**config.mk**
```make
export PLATFORM = sky130hd
export DESIGN_NAME = xaui_ipg_ctc_lane_datapath
export DESIGN_NICKNAME = d
export VERILOG_FILES = /design/src/inc/xaui_lane_pkg.sv /design/src/xaui_ipg_ctc_lane_datapath.sv
export SDC_FILE = /design/constraint.sdc
export NUM_CORES = 1
export LEC_CHECK = 0
export ABC_CLOCK_PERIOD_IN_PS = 12900
export BUFFER_PORTS_ARGS = -buffer_cell sky130_fd_sc_hd__buf_4
export CORE_ASPECT_RATIO = 1.1
export CORE_MARGIN = 2
export CORE_UTILIZATION = 60
export DETAILED_ROUTE_END_ITERATION = 10
export PLACE_DENSITY = 0.88
export SYNTH_ARGS = -nofsm -noshare
export SYNTH_HDL_FRONTEND = slang
export SYNTH_SLANG_ARGS = --single-unit
```
**constraint.sdc**
```tcl
create_clock -name mclk_i -period 12.9 [get_ports mclk_i]
set_input_delay 1.29 -clock mclk_i [delete_from_list [all_inputs] [get_ports mclk_i]]
set_output_delay 1.29 -clock mclk_i [all_outputs]
set_load 0.05 [all_outputs]
```
**src/inc/xaui_lane_pkg.sv**
```systemverilog
/*
  Shared constants and carrier types for the four-lane gap, compensation
  and serializer datapath. Assumes a single 100 MHz system clock and an
  AHB-Lite register bus with 32-bit data; the link clocks are sampled.
*/
package xaui_lane_pkg;

  // ***************************************************************
  // Codes
  // ***************************************************************
  localparam logic [7:0] BYTE_IDLE = 8'h07;
  localparam logic [7:0] BYTE_TERM = 8'hFD;
  localparam logic [7:0] CODE_ALIGN = 8'h7C;
  localparam logic [7:0] CODE_SYNC = 8'hBC;
  localparam logic [7:0] CODE_SKIP = 8'h1C;
  localparam logic [7:0] CODE_LSM = 8'h9C;
  localparam int LANES = 4;
  localparam int SYM_W = 10;

  // ***************************************************************
  // Gap generator and serializer timing
  // ***************************************************************
  localparam logic [4:0] ACNT_BASE = 5'h10;
  localparam logic [4:0] ACNT_ZERO = 5'h00;
  localparam logic [4:0] ACNT_ONE = 5'h01;
  localparam logic [15:0] LFSR_SEED = 16'hACE1;
  localparam logic [15:0] LFSR_TAPS = 16'hB400;
  localparam int KR_BIT = 4;
  localparam logic [3:0] BIT_LAST = 4'h9;
  localparam logic [3:0] BIT_STEP = 4'h1;

  // ***************************************************************
  // Receive column buffer
  // ***************************************************************
  localparam int FIFO_DEPTH = 8;
  localparam logic [3:0] FILL_HI = 4'h6;
  localparam logic [3:0] FILL_LO = 4'h2;
  localparam logic [3:0] FILL_EMPTY = 4'h0;
  localparam logic [3:0] FILL_FULL = 4'h8;
  localparam logic [3:0] PTR_STEP = 4'h1;
  localparam logic [7:0] CNT_STEP = 8'h01;

  // ***************************************************************
  // Register map (index; byte address is four times the index)
  // ***************************************************************
  localparam logic [5:0] IDX_GLOBAL_CFG = 6'h10;
  localparam logic [5:0] IDX_LANE_CFG_FIRST = 6'h11;
  localparam logic [5:0] IDX_LANE_CFG_LAST = 6'h14;
  localparam logic [5:0] IDX_CTC_STATUS = 6'h18;
  localparam int GCFG_OVR_BIT = 0;
  localparam int GCFG_MODE_LSB = 1;
  localparam int GCFG_MODE_MSB = 2;
  localparam int GCFG_ENC_BIT = 3;
  localparam int GCFG_CTC_BIT = 11;
  localparam int LANE_PRE_LSB = 4;
  localparam int LANE_PRE_MSB = 5;
  localparam int STAT_FILL_LSB = 0;
  localparam int STAT_MODE_LSB = 4;
  localparam int STAT_CHOICE_BIT = 6;
  localparam int STAT_INS_LSB = 8;
  localparam int STAT_DROP_LSB = 16;
  localparam logic GCFG_CTC_RESET = 1'b1;
  localparam logic GCFG_ENC_RESET = 1'b1;

  // ***************************************************************
  // Operating modes as {high pin, low pin}
  // ***************************************************************
  localparam logic [1:0] MODE_FULL = 2'h0;
  localparam logic [1:0] MODE_RX_ONLY = 2'h1;
  localparam logic [1:0] MODE_TX_ONLY = 2'h2;
  localparam logic [1:0] MODE_REPEAT = 2'h3;

  // ***************************************************************
  // Types
  // ***************************************************************
  typedef struct packed {
    logic [3:0] k;
    logic [3:0][7:0] d;
  } column_t;

  typedef enum logic {IPG_DATA, IPG_GAP} ipg_state_t;

  typedef enum logic [1:0] {EMPH_30, EMPH_20, EMPH_10, EMPH_OFF} emph_t;

endpackage

```
**src/xaui_ipg_ctc_lane_datapath.sv**
```systemverilog
/*
  Four-lane datapath: gap column substitution, LSB-first serializers,
  receive skip compensation with idle conversion, operating mode and
  emphasis select, all behind an AHB-Lite register slave.
  Assumes both link clocks are far slower than mclk_i and are sampled.
*/
// Chosen here: the AHB-Lite register port and the register offsets.
`timescale 1ns/1ps
module xaui_ipg_ctc_lane_datapath
  import xaui_lane_pkg::*;
(
  // Clock and reset
  input wire logic mclk_i,
  input wire logic resetn_i,
  // AHB-Lite slave
  input wire logic hsel_i,
  input wire logic [31:0] haddr_i,
  input wire logic [1:0] htrans_i,
  input wire logic hwrite_i,
  input wire logic [2:0] hsize_i,
  input wire logic [31:0] hwdata_i,
  input wire logic hready_i,
  output logic [31:0] hrdata_o,
  output logic hreadyout_o,
  output logic hresp_o,
  // Configuration pins
  input wire logic op_config_pin_low_i,
  input wire logic op_config_pin_high_i,
  // Transmit parallel side
  input wire logic tx_clock_lane_first_i,
  input wire column_t tx_lane_bytes_i,
  input wire logic [3:0][9:0] tx_lane_syms_i,
  // Serial side
  output logic [3:0] tx_serial_o,
  output logic [3:0] tx_serial_oe_o,
  input wire logic [3:0] rx_serial_i,
  // Receive parallel side
  input wire logic rx_clock_lane_first_i,
  input wire column_t rx_lane_column_i,
  output column_t rx_column_o,
  output logic rx_column_oe_o,
  // Power and emphasis
  output logic tx_power_up_o,
  output logic rx_power_up_o,
  output emph_t [3:0] emphasis_level_o
);

  // ***************************************************************
  // State
  // ***************************************************************
  typedef struct packed {
    logic txclk_s1;
    logic txclk_s2;
    logic txclk_s3;
    logic rxclk_s1;
    logic rxclk_s2;
    logic rxclk_s3;
    logic [1:0] cfg_s1;
    logic [1:0] cfg_s2;
    column_t txd_s1;
    column_t txd_s2;
    logic [3:0][9:0] txr_s1;
    logic [3:0][9:0] txr_s2;
    column_t rxd_s1;
    column_t rxd_s2;
    logic [3:0] rser_s1;
    logic [3:0] rser_s2;
    ipg_state_t ipg_state;
    logic choice_align;
    logic [4:0] acnt;
    logic [15:0] lfsr;
    logic [3:0][9:0] hold;
    logic [3:0][9:0] shreg;
    logic [3:0] bitcnt;
    logic [3:0] ser;
    column_t [FIFO_DEPTH-1:0] fifo;
    logic [3:0] wptr;
    logic [3:0] rptr;
    column_t rxo;
    logic [7:0] ins_cnt;
    logic [7:0] drop_cnt;
    logic ovr_en;
    logic [1:0] ovr_mode;
    logic enc_en;
    logic ctc_en;
    logic [3:0][1:0] lane_pre;
    logic dp_valid;
    logic dp_write;
    logic [5:0] dp_idx;
    logic [31:0] hrdata;
  } st_t;

  st_t st;
  st_t nxt;

  logic tx_edge;
  logic rx_edge;
  logic [1:0] mode;
  logic tx_active;
  logic rx_active;
  logic first_col;
  logic all_idle;
  logic any_term;
  logic send_a;
  logic send_k;
  logic send_r;
  logic [3:0] lane_idle;
  logic [3:0] lane_term;
  logic [3:0] in_skip;
  logic [3:0] head_skip;
  logic [3:0] ser_bit;
  logic [3:0][9:0] tx_sym;
  logic [3:0][9:0] shift_nxt;
  column_t head;
  column_t head_conv;
  logic [3:0] fill;
  logic accept;
  logic addr_ok;
  logic [5:0] a_idx;
  logic [1:0] wr_lane;
  logic [1:0] rd_lane;
  logic [31:0] rd_word;

  // ***************************************************************
  // Decode and gap column choice
  // ***************************************************************
  assign tx_edge = st.txclk_s2 & ~st.txclk_s3;
  assign rx_edge = st.rxclk_s2 & ~st.rxclk_s3;
  assign mode = st.ovr_en ? st.ovr_mode : st.cfg_s2;
  assign tx_active = (mode == MODE_FULL) || (mode == MODE_TX_ONLY);
  assign rx_active = (mode == MODE_FULL) || (mode == MODE_RX_ONLY);
  assign first_col = (st.ipg_state == IPG_DATA);
  assign all_idle = &lane_idle;
  assign any_term = |lane_term;
  // Alignment waits for the spacing counter; the gap opener also obeys
  // the alternating choice.
  assign send_a = all_idle && (st.acnt == ACNT_ZERO)
    && (!first_col || st.choice_align);
  assign send_k = all_idle && !send_a
    && (first_col || st.lfsr[KR_BIT]);
  assign send_r = all_idle && !send_a && !send_k;
  assign fill = st.wptr - st.rptr;
  assign head = st.fifo[st.rptr[2:0]];

  // ***************************************************************
  // Per-lane logic, lane 0 is lane A
  // ***************************************************************
  generate
    for (genvar i = 0; i < LANES; i++)
    begin : g_lane
      logic [7:0] ob;
      assign lane_idle[i] = st.txd_s2.k[i]
        && (st.txd_s2.d[i] == BYTE_IDLE);
      assign lane_term[i] = st.txd_s2.k[i]
        && (st.txd_s2.d[i] == BYTE_TERM);
      // Link status columns carry no idle, so they pass unchanged.
      always_comb
      begin
        if (send_a)
          ob = CODE_ALIGN;
        else if (send_k)
          ob = CODE_SYNC;
        else if (send_r)
          ob = CODE_SKIP;
        else if (any_term && lane_idle[i])
          ob = CODE_SYNC;
        else
          ob = st.txd_s2.d[i];
      end
      assign tx_sym[i] = st.enc_en ? {1'b0, st.txd_s2.k[i], ob}
        : st.txr_s2[i];
      assign shift_nxt[i] = {1'b0, st.shreg[i][SYM_W-1:1]};
      assign ser_bit[i] = (mode == MODE_REPEAT) ? st.rser_s2[i]
        : st.shreg[i][0];
      assign in_skip[i] = st.rxd_s2.k[i]
        && (st.rxd_s2.d[i] == CODE_SKIP);
      assign head_skip[i] = head.k[i] && (head.d[i] == CODE_SKIP);
      assign head_conv.k[i] = head.k[i];
      assign head_conv.d[i] = (head.k[i] && ((head.d[i] == CODE_ALIGN)
        || (head.d[i] == CODE_SYNC) || head_skip[i]))
        ? BYTE_IDLE : head.d[i];
      always_comb
      begin
        case (st.lane_pre[i])
          2'h0: emphasis_level_o[i] = EMPH_30;
          2'h1: emphasis_level_o[i] = EMPH_20;
          2'h2: emphasis_level_o[i] = EMPH_10;
          default: emphasis_level_o[i] = EMPH_OFF;
        endcase
      end
    end
  endgenerate

  // ***************************************************************
  // Register bus decode
  // ***************************************************************
  assign accept = hsel_i && htrans_i[1] && hready_i;
  assign addr_ok = (haddr_i[31:8] == 24'h000000)
    && (haddr_i[1:0] == 2'h0);
  assign a_idx = haddr_i[7:2];
  assign wr_lane = 2'(st.dp_idx - IDX_LANE_CFG_FIRST);
  assign rd_lane = 2'(a_idx - IDX_LANE_CFG_FIRST);

  always_comb
  begin
    rd_word = 32'h00000000;
    if (!addr_ok)
      rd_word = 32'h00000000;
    else if (a_idx == IDX_GLOBAL_CFG)
    begin
      rd_word[GCFG_OVR_BIT] = st.ovr_en;
      rd_word[GCFG_MODE_MSB:GCFG_MODE_LSB] = st.ovr_mode;
      rd_word[GCFG_ENC_BIT] = st.enc_en;
      rd_word[GCFG_CTC_BIT] = st.ctc_en;
    end
    else if (a_idx >= IDX_LANE_CFG_FIRST && a_idx <= IDX_LANE_CFG_LAST)
      rd_word[LANE_PRE_MSB:LANE_PRE_LSB] = st.lane_pre[rd_lane];
    else if (a_idx == IDX_CTC_STATUS)
    begin
      rd_word[STAT_FILL_LSB +: 4] = fill;
      rd_word[STAT_MODE_LSB +: 2] = mode;
      rd_word[STAT_CHOICE_BIT] = st.choice_align;
      rd_word[STAT_INS_LSB +: 8] = st.ins_cnt;
      rd_word[STAT_DROP_LSB +: 8] = st.drop_cnt;
    end
  end

  // ***************************************************************
  // Next state
  // ***************************************************************
  always_comb
  begin
    nxt = st;
    // Pin and link inputs cross two flops before any logic reads them.
    nxt.txclk_s1 = tx_clock_lane_first_i;
    nxt.txclk_s2 = st.txclk_s1;
    nxt.txclk_s3 = st.txclk_s2;
    nxt.rxclk_s1 = rx_clock_lane_first_i;
    nxt.rxclk_s2 = st.rxclk_s1;
    nxt.rxclk_s3 = st.rxclk_s2;
    nxt.cfg_s1 = {op_config_pin_high_i, op_config_pin_low_i};
    nxt.cfg_s2 = st.cfg_s1;
    nxt.txd_s1 = tx_lane_bytes_i;
    nxt.txd_s2 = st.txd_s1;
    nxt.txr_s1 = tx_lane_syms_i;
    nxt.txr_s2 = st.txr_s1;
    nxt.rxd_s1 = rx_lane_column_i;
    nxt.rxd_s2 = st.rxd_s1;
    nxt.rser_s1 = rx_serial_i;
    nxt.rser_s2 = st.rser_s1;

    // Gap generator runs once per transmit column.
    if (tx_edge && tx_active)
    begin
      nxt.lfsr = {1'b0, st.lfsr[15:1]}
        ^ (st.lfsr[0] ? LFSR_TAPS : 16'h0000);
      nxt.hold = tx_sym;
      if (all_idle)
      begin
        nxt.ipg_state = IPG_GAP;
        if (first_col)
          nxt.choice_align = !send_a;
      end
      else
        nxt.ipg_state = IPG_DATA;
      if (send_a)
        nxt.acnt = ACNT_BASE + {1'b0, st.lfsr[3:0]};
      else if (st.acnt != ACNT_ZERO)
        nxt.acnt = st.acnt - ACNT_ONE;
    end

    // The shifter restarts on the newest symbol every ten bits; a column
    // that arrives mid-symbol only replaces the held one.
    if (st.bitcnt == BIT_LAST)
    begin
      nxt.bitcnt = 4'h0;
      nxt.shreg = st.hold;
    end
    else
    begin
      nxt.bitcnt = st.bitcnt + BIT_STEP;
      nxt.shreg = shift_nxt;
    end
    nxt.ser = ser_bit;

    // Receive column buffer: written on receive column, read on lane A.
    if (rx_edge && rx_active)
    begin
      if (st.ctc_en && (&in_skip) && fill >= FILL_HI)
        nxt.drop_cnt = st.drop_cnt + CNT_STEP;
      else if (fill != FILL_FULL)
      begin
        nxt.fifo[st.wptr[2:0]] = st.rxd_s2;
        nxt.wptr = st.wptr + PTR_STEP;
      end
    end
    if (tx_edge && rx_active)
    begin
      if (fill == FILL_EMPTY)
        nxt.rxo = '{k: 4'hF, d: {LANES{BYTE_IDLE}}};
      else if (st.ctc_en && (&head_skip) && fill <= FILL_LO)
      begin
        nxt.rxo = head_conv;
        nxt.ins_cnt = st.ins_cnt + CNT_STEP;
      end
      else
      begin
        nxt.rxo = head_conv;
        nxt.rptr = st.rptr + PTR_STEP;
      end
    end

    // Register bus.
    nxt.dp_valid = accept && addr_ok;
    nxt.dp_write = hwrite_i;
    nxt.dp_idx = a_idx;
    if (accept && !hwrite_i)
      nxt.hrdata = rd_word;
    if (st.dp_valid && st.dp_write)
    begin
      if (st.dp_idx == IDX_GLOBAL_CFG)
      begin
        nxt.ovr_en = hwdata_i[GCFG_OVR_BIT];
        nxt.ovr_mode = hwdata_i[GCFG_MODE_MSB:GCFG_MODE_LSB];
        nxt.enc_en = hwdata_i[GCFG_ENC_BIT];
        nxt.ctc_en = hwdata_i[GCFG_CTC_BIT];
      end
      else if (st.dp_idx >= IDX_LANE_CFG_FIRST
        && st.dp_idx <= IDX_LANE_CFG_LAST)
        nxt.lane_pre[wr_lane] = hwdata_i[LANE_PRE_MSB:LANE_PRE_LSB];
    end
  end

  always_ff @(posedge mclk_i or negedge resetn_i)
  begin
    if (!resetn_i)
    begin
      st <= '0;
      st.lfsr <= LFSR_SEED;
      st.ctc_en <= GCFG_CTC_RESET;
      st.enc_en <= GCFG_ENC_RESET;
    end
    else
      st <= nxt;
  end

  // ***************************************************************
  // Outputs
  // ***************************************************************
  assign hrdata_o = st.hrdata;
  assign hreadyout_o = 1'b1;
  assign hresp_o = 1'b0;
  assign tx_serial_o = st.ser;
  assign tx_serial_oe_o = (mode == MODE_RX_ONLY) ? 4'h0 : 4'hF;
  assign rx_column_o = st.rxo;
  assign rx_column_oe_o = (mode != MODE_TX_ONLY);
  assign tx_power_up_o = (mode != MODE_RX_ONLY);
  assign rx_power_up_o = (mode != MODE_TX_ONLY);

endmodule // xaui_ipg_ctc_lane_datapath

```
* Word level (Yosys, flattened, before mapping) *
Cells that the tools add are included.

operators by class
  add/subtract/negate cells = 10
  $lt $le $gt $ge = 12
  equal/unequal tests = 42
  muxes and demuxes = 63
  bitwise operators = 10
  reduce and logical (&&, ||, !) cells = 84

operator list
  cell                                                                                 number
  288-bit bitwise mux                                                                  1
  8-bit 2-to-1 mux                                                                     20
  36-bit binary-select mux with 3-bit select                                           1
  36-bit demux with 3-bit select                                                       1
  36-bit 2-to-1 mux                                                                    3
  8-bit by 5-bit equality test with 1-bit output, second input constant                8
  8-bit equality test, second input constant                                           8
  16-bit 2-to-1 mux                                                                    4
  1-bit logical AND                                                                    46
  44-bit 2-to-1 mux                                                                    1
  10-bit 2-to-1 mux                                                                    4
  8-bit by 3-bit equality test with 1-bit output, second input constant                4
  8-bit by 7-bit equality test with 1-bit output, second input constant                4
  24-bit zero test                                                                     1
  2-bit case mux with 3 select lines                                                   4
  6-bit by 5-bit equality test with 1-bit output, second input constant                3
  8-bit by 1-bit adder with 8-bit output, second input constant                        2
  15-bit by 16-bit bitwise XOR with 16-bit output                                      1
  7-bit 2-to-1 mux                                                                     2
  4-bit by 1-bit adder with 4-bit output, second input constant                        3
  2-bit equality test, second input constant                                           6
  6-bit by 5-bit greater-or-equal comparator with 1-bit output, second input constant  2
  6-bit by 5-bit <= comparator with 1-bit output, second input constant                2
  2-bit zero test                                                                      6
  other kinds (37)                                                                     84

word-level totals
  bits in registers = 745
  input port bits = 194
  output and inout bits = 89

* Logic depth before layout (Yosys ltp) *
Gate-level depths: netlist of the first run.

  depth in word-level cells = 14
  mapped depth = 16
  depth with buffers taken out = 12

* Least setup slack after synthesis of the first run *
OpenSTA, ideal clock, no wires.

  path kind = reg-to-reg
  start point = reg st[107] (netlist bit)
  end point = reg st[165] (netlist bit)
  library setup time = 0.125 ns
  data arrival time = 4.072 ns
  data required time = 12.775 ns
  path slack = 8.703 ns
  cell stages (with the launch flop) = 15
  path through = dfrtp_1 buf_2 inv_2 buf_2 buf_1 clkbuf_1 ha_1 a21o_1 a31oi_1 xnor2_2 nor2_1 nor3_2 nor4b_4 buf_2 mux2_2

on the way
  cells in the longest elaborated chain, start to end = 5

ends and longest elaborated chain
  element                                                       RTL line                           text
  start, declared                                               xaui_ipg_ctc_lane_datapath.sv:93   st_t st;
  start signal, assigned                                        xaui_ipg_ctc_lane_datapath.sv:344  st <= nxt;
  4-bit subtractor *                                            xaui_ipg_ctc_lane_datapath.sv:142  assign fill = st.wptr - st.rptr;
  4-bit by 3-bit greater-or-equal comparator with 1-bit output  xaui_ipg_ctc_lane_datapath.sv:289  if (st.ctc_en && (&in_skip) && fill >= FILL_HI)
  1-bit logical AND                                             xaui_ipg_ctc_lane_datapath.sv:289
  1-bit inverter (no line)                                      -
  3-bit AND reduction (no line) *                               -

Mark *: on every way between the ends. The rest lies on a longest branch, timed or not.
A chain may end at the register's enable or synchronous reset.

* Worst setup path after layout of the first run *
  start point = reg st[105] (netlist bit)
  end point = reg st, in the netlist rx_column_o[4]

on the way
  cells in the longest elaborated chain, start to end = 8

ends and longest elaborated chain
  element                                                                       RTL line                                                              text
  36-bit binary-select mux with 3-bit select                                    xaui_ipg_ctc_lane_datapath.sv:143                                     assign head = st.fifo[st.rptr[2:0]];
  36-bit 2-to-1 mux (implied by the code)                                       xaui_ipg_ctc_lane_datapath.sv:143
  8-bit by 7-bit equality test with 1-bit output, or another cell as far along  xaui_ipg_ctc_lane_datapath.sv:179                                     assign head_conv.d[i] = (head.k[i] && ((head.d[i] == CODE_ALIGN)
  1-bit logical OR / 1-bit logical AND (equally long branches)                  xaui_ipg_ctc_lane_datapath.sv:180, xaui_ipg_ctc_lane_datapath.sv:177
  1-bit logical OR                                                              xaui_ipg_ctc_lane_datapath.sv:180                                     || (head.d[i] == CODE_SYNC) || head_skip[i]))
  1-bit logical AND                                                             xaui_ipg_ctc_lane_datapath.sv:179
  8-bit 2-to-1 mux                                                              xaui_ipg_ctc_lane_datapath.sv:181                                     ? BYTE_IDLE : head.d[i];
  36-bit 2-to-1 mux *                                                           xaui_ipg_ctc_lane_datapath.sv:299                                     if (fill == FILL_EMPTY)

Mark *: on every way between the ends. The rest lies on a longest branch, timed or not. The select of a mux whose other input is x is not followed.

==> results of run 1 <==
## final cells by class
class                      instances  area (µm²)
sequential                       745       18700
fill                            3059       14900
multi-input combinational       1112        9830
clock buffer                     103        2130
timing repair buffer             269        2050
tap                              652         816
clock inverter                    29         414
inverter                          32         120
antenna                            1        2.50
## state kept, by name, summed over array words and instances, names as in the netlist
name,flops
hrdata_o,23
nxt,122
rx_column_o,36
shift_nxt,36
st,524
tx_serial_o,4
## placed cells by master (no fill, tap or decap), types with 24 or more instances in the layout
cell,netlist,layout
inv_1,30,30
buf_4,89,266
dfrtp_1,735,733
mux2_2,377,377
nand3_1,24,24
o21ai_0,76,76
nor2_1,44,44
nand2_1,132,131
mux2i_1,59,59
mux4_2,45,45
a21oi_1,28,27
clkbuf_16,0,75
## cell families after synthesis
| group | after synthesis | share of synthesized area |
|---|---|---|
| AOI/OAI and AO/OA | 218 | 0.0479 |
| xor gates and xnor gates | 32 | 0.00970 |
| adders and majority gates | 13 | 0.00574 |
| buffers and inverters | 210 | 0.0416 |
| DFF | 745 | 0.629 |
| muxes | 494 | 0.204 |
| other | 2 | 0.000253 |
| and+or+nand+nor | 344 | 0.0617 |
## synth_stat cells, drive strengths merged, types with 12 or more instances
cell	instances
a21oi	29
xor2	14
dfrtp	735
nand2	134
clkbuf	48
mux2	386
mux2i	61
nand3	25
buf	130
ha	12
xnor2	18
nor3	27
inv	31
nor4	12
and2	14
nor2	46
nand4	15
a22o	19
mux4	47
o22ai	13
nor2b	16
o21ai	84
## worst max-delay path: cells and delay by family (launching register included)
family | cells | cell delay (ns)
buffers and inverters | 2 | 1.40
flip-flops | 1 | 0.80
multiplexers | 2 | 0.96
AND/OR/NAND/NOR | 1 | 0.28
AO/OA/AOI/OAI | 3 | 1.30
## path summary, 6_finish.rpt
| path | to | from | slack, ns | cells past startpoint |
|---|---|---|---|---|
| worst max-delay path | rx_column_o[4] | st[105] | 7.93 | 8 |
| worst min-delay path | st[684] | nxt[684] | 0.33 | 0 |
| worst max register to register | rx_column_o[4] | st[105] | 7.93 | 8 |
| worst min register to register | st[684] | nxt[684] | 0.33 | 0 |
| max in group asynchronous | st[688] | resetn_i | 9.15 | 4 |
| min in group asynchronous | hrdata_o[20] | resetn_i | 0.61 | 1 |
## power by group through the flow
stage	registers [mW]	logic, mW	clock network (mW)
final	3.17	2.03	2.23
after global routing	3.23	2.16	2.37
after CTS	3.17	2.03	2.27
after detailed placement	3.19	2.00	0
after global placement	3.14	1.92	0
after floorplan	3.05	1.62	0
## per-stage QoR
| step | util | cells | cell area, µm² | hold slack [ns] |
|---|---|---|---|---|
| final | 0.695 | 2943 | 34000 | 0.326 |
| after global routing | 0.695 | 2942 | 34000 | 0.338 |
| after CTS | 0.695 | 2942 | 34000 | 0.331 |
| after detailed placement | 0.643 | 2810 | 31500 | 0.335 |
| after global placement | 0.643 | 2810 | 31500 | 0.333 |
| after floorplan | - | 2067 | 29700 | 0.331 |
## metal layers
layer / routed length [µm] / vias to the layer above / track usage
met1: 28000 / 9303 / 0.377
met2: 35400 / 757 / 0.468
met3: 4640 / 196 / 0.0448
li1: - / 7563 / -
met5: 0 / - / 0
met4: 3230 / 0 / 0.136
==> metrics.yaml, run 1 <==
max-cap-violations: 0
fin_ws_ns: 7.93
status: "complete, no violations"
dieArea_um2: 51200
synth_top_area_frac: 0.620
dr.pass1.iters: 5
grt_max_degree: 194
grt_pass1_wl_mm: 112
skew_ns: 0.0352
num_vias: 17800
syn-mean-instance-area_um2: 14.4
path_class: "reg2reg"
synth-seq-area-share: 0.629
nets: 2439
grt_use_total: 0.285
switching_share: 0.315
synth_ff_type: "dfrtp_1"
finalCritPeriodShare: 0.385
clkTransAtPathRegs_ns: 0.06
pre_cts_ws_ns: 8.08
clock-sinks: 745
ios: 283
synth_area_um2: 29700
required_ns: 13.34
drive_gt1_frac: 0.377
cts-hold-fix-buffers: 0
worstPathArrival_ns: 5.40
die_y_um: 237
period_minus_slack_ns: 4.97
yosysWarnings: 0
power.leakage_nw: 15.9
hold_viol: 0
cp_max_fo: 46
drc_errors: 0
p_int_mw: 5.10
initial_core_util: 0.606
tightest_slew_ns: 1.17
ctsResizeCount: 0
vdd_drop_max_mv: 0.171
antenna_found_initial: 2
grt_pass1_vias: 19200
rsz0062_at_grt: "false"
synth_cell_types: 82
setup_tns_ns: 0
critPathLaunchType: "flip-flop"
pwr-share-clk: 0.300
insertion_delay_ns: 0.62
ant_nets: 0
htreeDepth: 3
p_per_area_nw_per_um2: 219
synth_area_leader_cell: "dfrtp_1"
finalWirelength_mm: 71.3
pwr-share-seq: 0.426
async_flop_share: 1.00
viasPerCell: 6.05
slew_viol_final: 0
postCtsSetupRepairBufs: 0
synthCells: 2058
min-delay-path-class: "reg2reg"
drt_iter0_markers: 1842
fmax_ghz: 0.201
grt_overflow: 0
setup-violations-final: 0
rows: 85
p_comb_frac: 0.273
routabilityCongestion: 0.897
power_mw: 7.44
power_switching_mw: 2.34
area_delta_synth_final_pct: 14.7
cpPeakStageDelay_ns: 0.90
cts_tree: "built"
relSlewSlack: 0.212
synth-edff-count: 0
routedWlPerCell_um: 24.2
die_w_um: 216
yosys_register_bits: 745
clock_path_buffers: 3
path_cells: "buf_4 -> buf_4 -> mux4_2 -> mux2i_1 -> nand3_1 -> o21a_1 -> o21ai_0 -> o21ai_0"
slowest_stage: "o21ai_0"
io_buffer_count: 242
hpwl_mm: 43.3
root_buffer: "clkbuf_16"
crit_path_end_kind: "flip-flop"
cts_buffers: 72
core-area_um2: 48900
yosys-top-cells-area: "dfrtp_1 (62%), mux2_2 (14%), mux4_2 (3.4%)"
No activity file was read; power rests on OpenSTA's default activity.
==> run 2, diff against run 1 <==
--- a/config.mk
+++ b/config.mk
@@ -5,13 +5,13 @@
 export SDC_FILE = /design/constraint.sdc
 export NUM_CORES = 1
 export LEC_CHECK = 0
-export ABC_CLOCK_PERIOD_IN_PS = 12900
+export ABC_CLOCK_PERIOD_IN_PS = 4400
 export BUFFER_PORTS_ARGS = -buffer_cell sky130_fd_sc_hd__buf_4
 export CORE_ASPECT_RATIO = 1.1
 export CORE_MARGIN = 2
-export CORE_UTILIZATION = 60
+export CORE_UTILIZATION = 53
 export DETAILED_ROUTE_END_ITERATION = 10
-export PLACE_DENSITY = 0.88
+export PLACE_DENSITY = 0.82
 export SYNTH_ARGS = -nofsm -noshare
 export SYNTH_HDL_FRONTEND = slang
 export SYNTH_SLANG_ARGS = --single-unit
==> constraint.sdc (replaced) <==
create_clock -name mclk_i -period 4.4 [get_ports mclk_i]
set_input_delay 0.44 -clock mclk_i [delete_from_list [all_inputs] [get_ports mclk_i]]
set_output_delay 0.44 -clock mclk_i [all_outputs]
set_load 0.05 [all_outputs]
==> run 2 against run 1 <==
Compared with the run above:
- wire length grew 3.8%
- first-iteration DRC count shrank 25%
- critical endpoint is now st[357]
- critical path type unchanged
- register-to-register slack lost 7.7 ns
- largest power group unchanged
==> metrics.yaml, run 2 (synthesis results as in run 1) <==
relSlewSlack: 0.248
cpPeakStageDelay_ns: 0.55
fmax_ghz: 0.241
slowest_stage: "dfrtp_1"
ctsResizeCount: 0
initial_core_util: 0.539
r2r-end: "st[357]"
routedWlPerCell_um: 23.3
antenna_found_initial: 2
crit_path_end_kind: "flip-flop"
num_vias: 18400
grt.busiest_layer: "met2"
required_ns: 4.89
cts_tree: "built"
fin_ws_ns: 0.251
htreeDepth: 3
nets: 2597
root_buffer: "clkbuf_16"
rows: 90
critPathLaunchType: "flip-flop"
die_y_um: 252
slew_viol_final: 0
grt_use_total: 0.260
hold_viol: 0
dieArea_um2: 57900
power.leakage_nw: 16.5
min-delay-path-class: "in2reg"
period_minus_slack_ns: 4.15
grt_pass1_wl_mm: 115
viasPerCell: 5.79
final_common_cell: "dfrtp_1"
cp_top_family: "simple AND/OR/NAND/NOR gates"
pre_cts_ws_ns: 0.254
routabilityCongestion: 0.874
worst-path-stages: 12
setup-violations-final: 0
finalWirelength_mm: 74.0
grt_max_degree: 112
dp.cells: 2917
final_util: 0.647
die_w_um: 230
area_delta_synth_final_pct: 20.1
drive_gt1_frac: 0.360
dpl-instance-area_um2: 31900
largest_reg_flops: 524
clkTransAtPathRegs_ns: 0.07
critPathBufInv: 3
clock_path_buffers: 3
path_cells: "clkinv_1 -> ha_1 -> inv_1 -> fa_1 -> xor2_1 -> or3_1 -> nor2_1 -> nor3_2 -> nand2_2 -> nor3b_2 -> buf_4 -> mux2_2"
path_class: "reg2reg"
p_per_area_nw_per_um2: 611
core-area_um2: 55100
instances_no_fill: 3180
max_flop_register: "st"
dr.pass1.iters: 8
cp_max_fo: 25
ant_nets: 0
vdd_drop_max_mv: 0.600
grt_overflow: 0
drc_errors: 0
grt_use_met3: 0.0569
ios: 283
setup_tns_ns: 0
r2r_setup_slack_ns: 0.25
reg2reg_from: "st[109]"
rsz0062_at_grt: "false"
clock-sinks: 745
final_cell_mix: "dfrtp_1 (733), mux2_2 (377), buf_4 (286)"
use_met1: 0.319
max-cap-violations: 0
skew_ns: 0.0289
hpwl_mm: 44.5
final_cell_area_um2: 35600
status: "complete, no violations"
worstPathArrival_ns: 4.64
finalCritPeriodShare: 0.943
critPathLaunch: "st[109]"
crit_end: "st[357]"
grt_use_met2: 0.439
cts_buffers: 73
io_buffer_count: 242
ff2ff_path_depth: 12
insertion_delay_ns: 0.63
holdWs_ns: 0.0318
tightest_slew_ns: 1.13
power_mw: 21.8
drt_iter0_markers: 1390
grt_pass1_vias: 19900
-- run 2: changes by cell type in the layout (fill, tap and decap cells not counted), moves of 2 or more --
cell	change
clkbuf_8	-2
bufinv_16	-3
dlygate4sd3_1	+128
buf_12	+9
clkinvlp_4	+2
buf_4	+20
clkinv_2	-8
inv_16	-2
clkbuf_1	+7
inv_6	+3
-- run 2: power by group --
part	internal (mW)	switching, mW
logic	2.93	3.30
registers	8.33	0.897
clock network	3.64	2.67
total	14.9	6.87
-- run 2: repair_timing --
| action | 4_1_cts | 5_1_grt |
|---|---|---|
| buffers inserted | 0 | 6 |
| endpoints found under the hold margin | 211 | 0 |
| hold buffers | 128 | 0 |
| setup endpoints to repair | 0 | 4 |
-- run 2: how the worst min path moves through the flow --
stage           startpoint          end  slack [ns]  cells after the start
2_1_floorplan     resetn_i  hrdata_o[0]        0.14                      0
3_3_place_gp      nxt[621]      st[621]        0.33                      0
3_5_place_dp      nxt[522]      st[522]        0.33                      0
4_1_cts        hwdata_i[3]       st[49]       0.004                      3
5_1_grt        hwdata_i[0]       st[52]        0.05                      2
6_report       hwdata_i[3]       st[49]        0.03                      3
-- run 2: routing by layer --
| metal | wire (µm) | part of all wire |
|---|---|---|
| met2 | 37100 | 0.50 |
| met1 | 28700 | 0.39 |
| met4 | 3300 | 0.045 |
| met5 | 10 | 0.00014 |
| met3 | 4900 | 0.066 |
-- run 2: worst min-delay path, stage by stage --
cell     delay, ns
buf_4         0.08
nand2_1       0.04
o21ai_0       0.06
-- run 2: area by class of cell --
type                       instances  area (µm²)
inverter                          32         120
antenna                            1        2.50
sequential                       745       18700
clock inverter                    21         307
tap                              736         921
fill                            3725       19500
timing repair buffer             426        3660
clock buffer                     107        2110
multi-input combinational       1112        9820
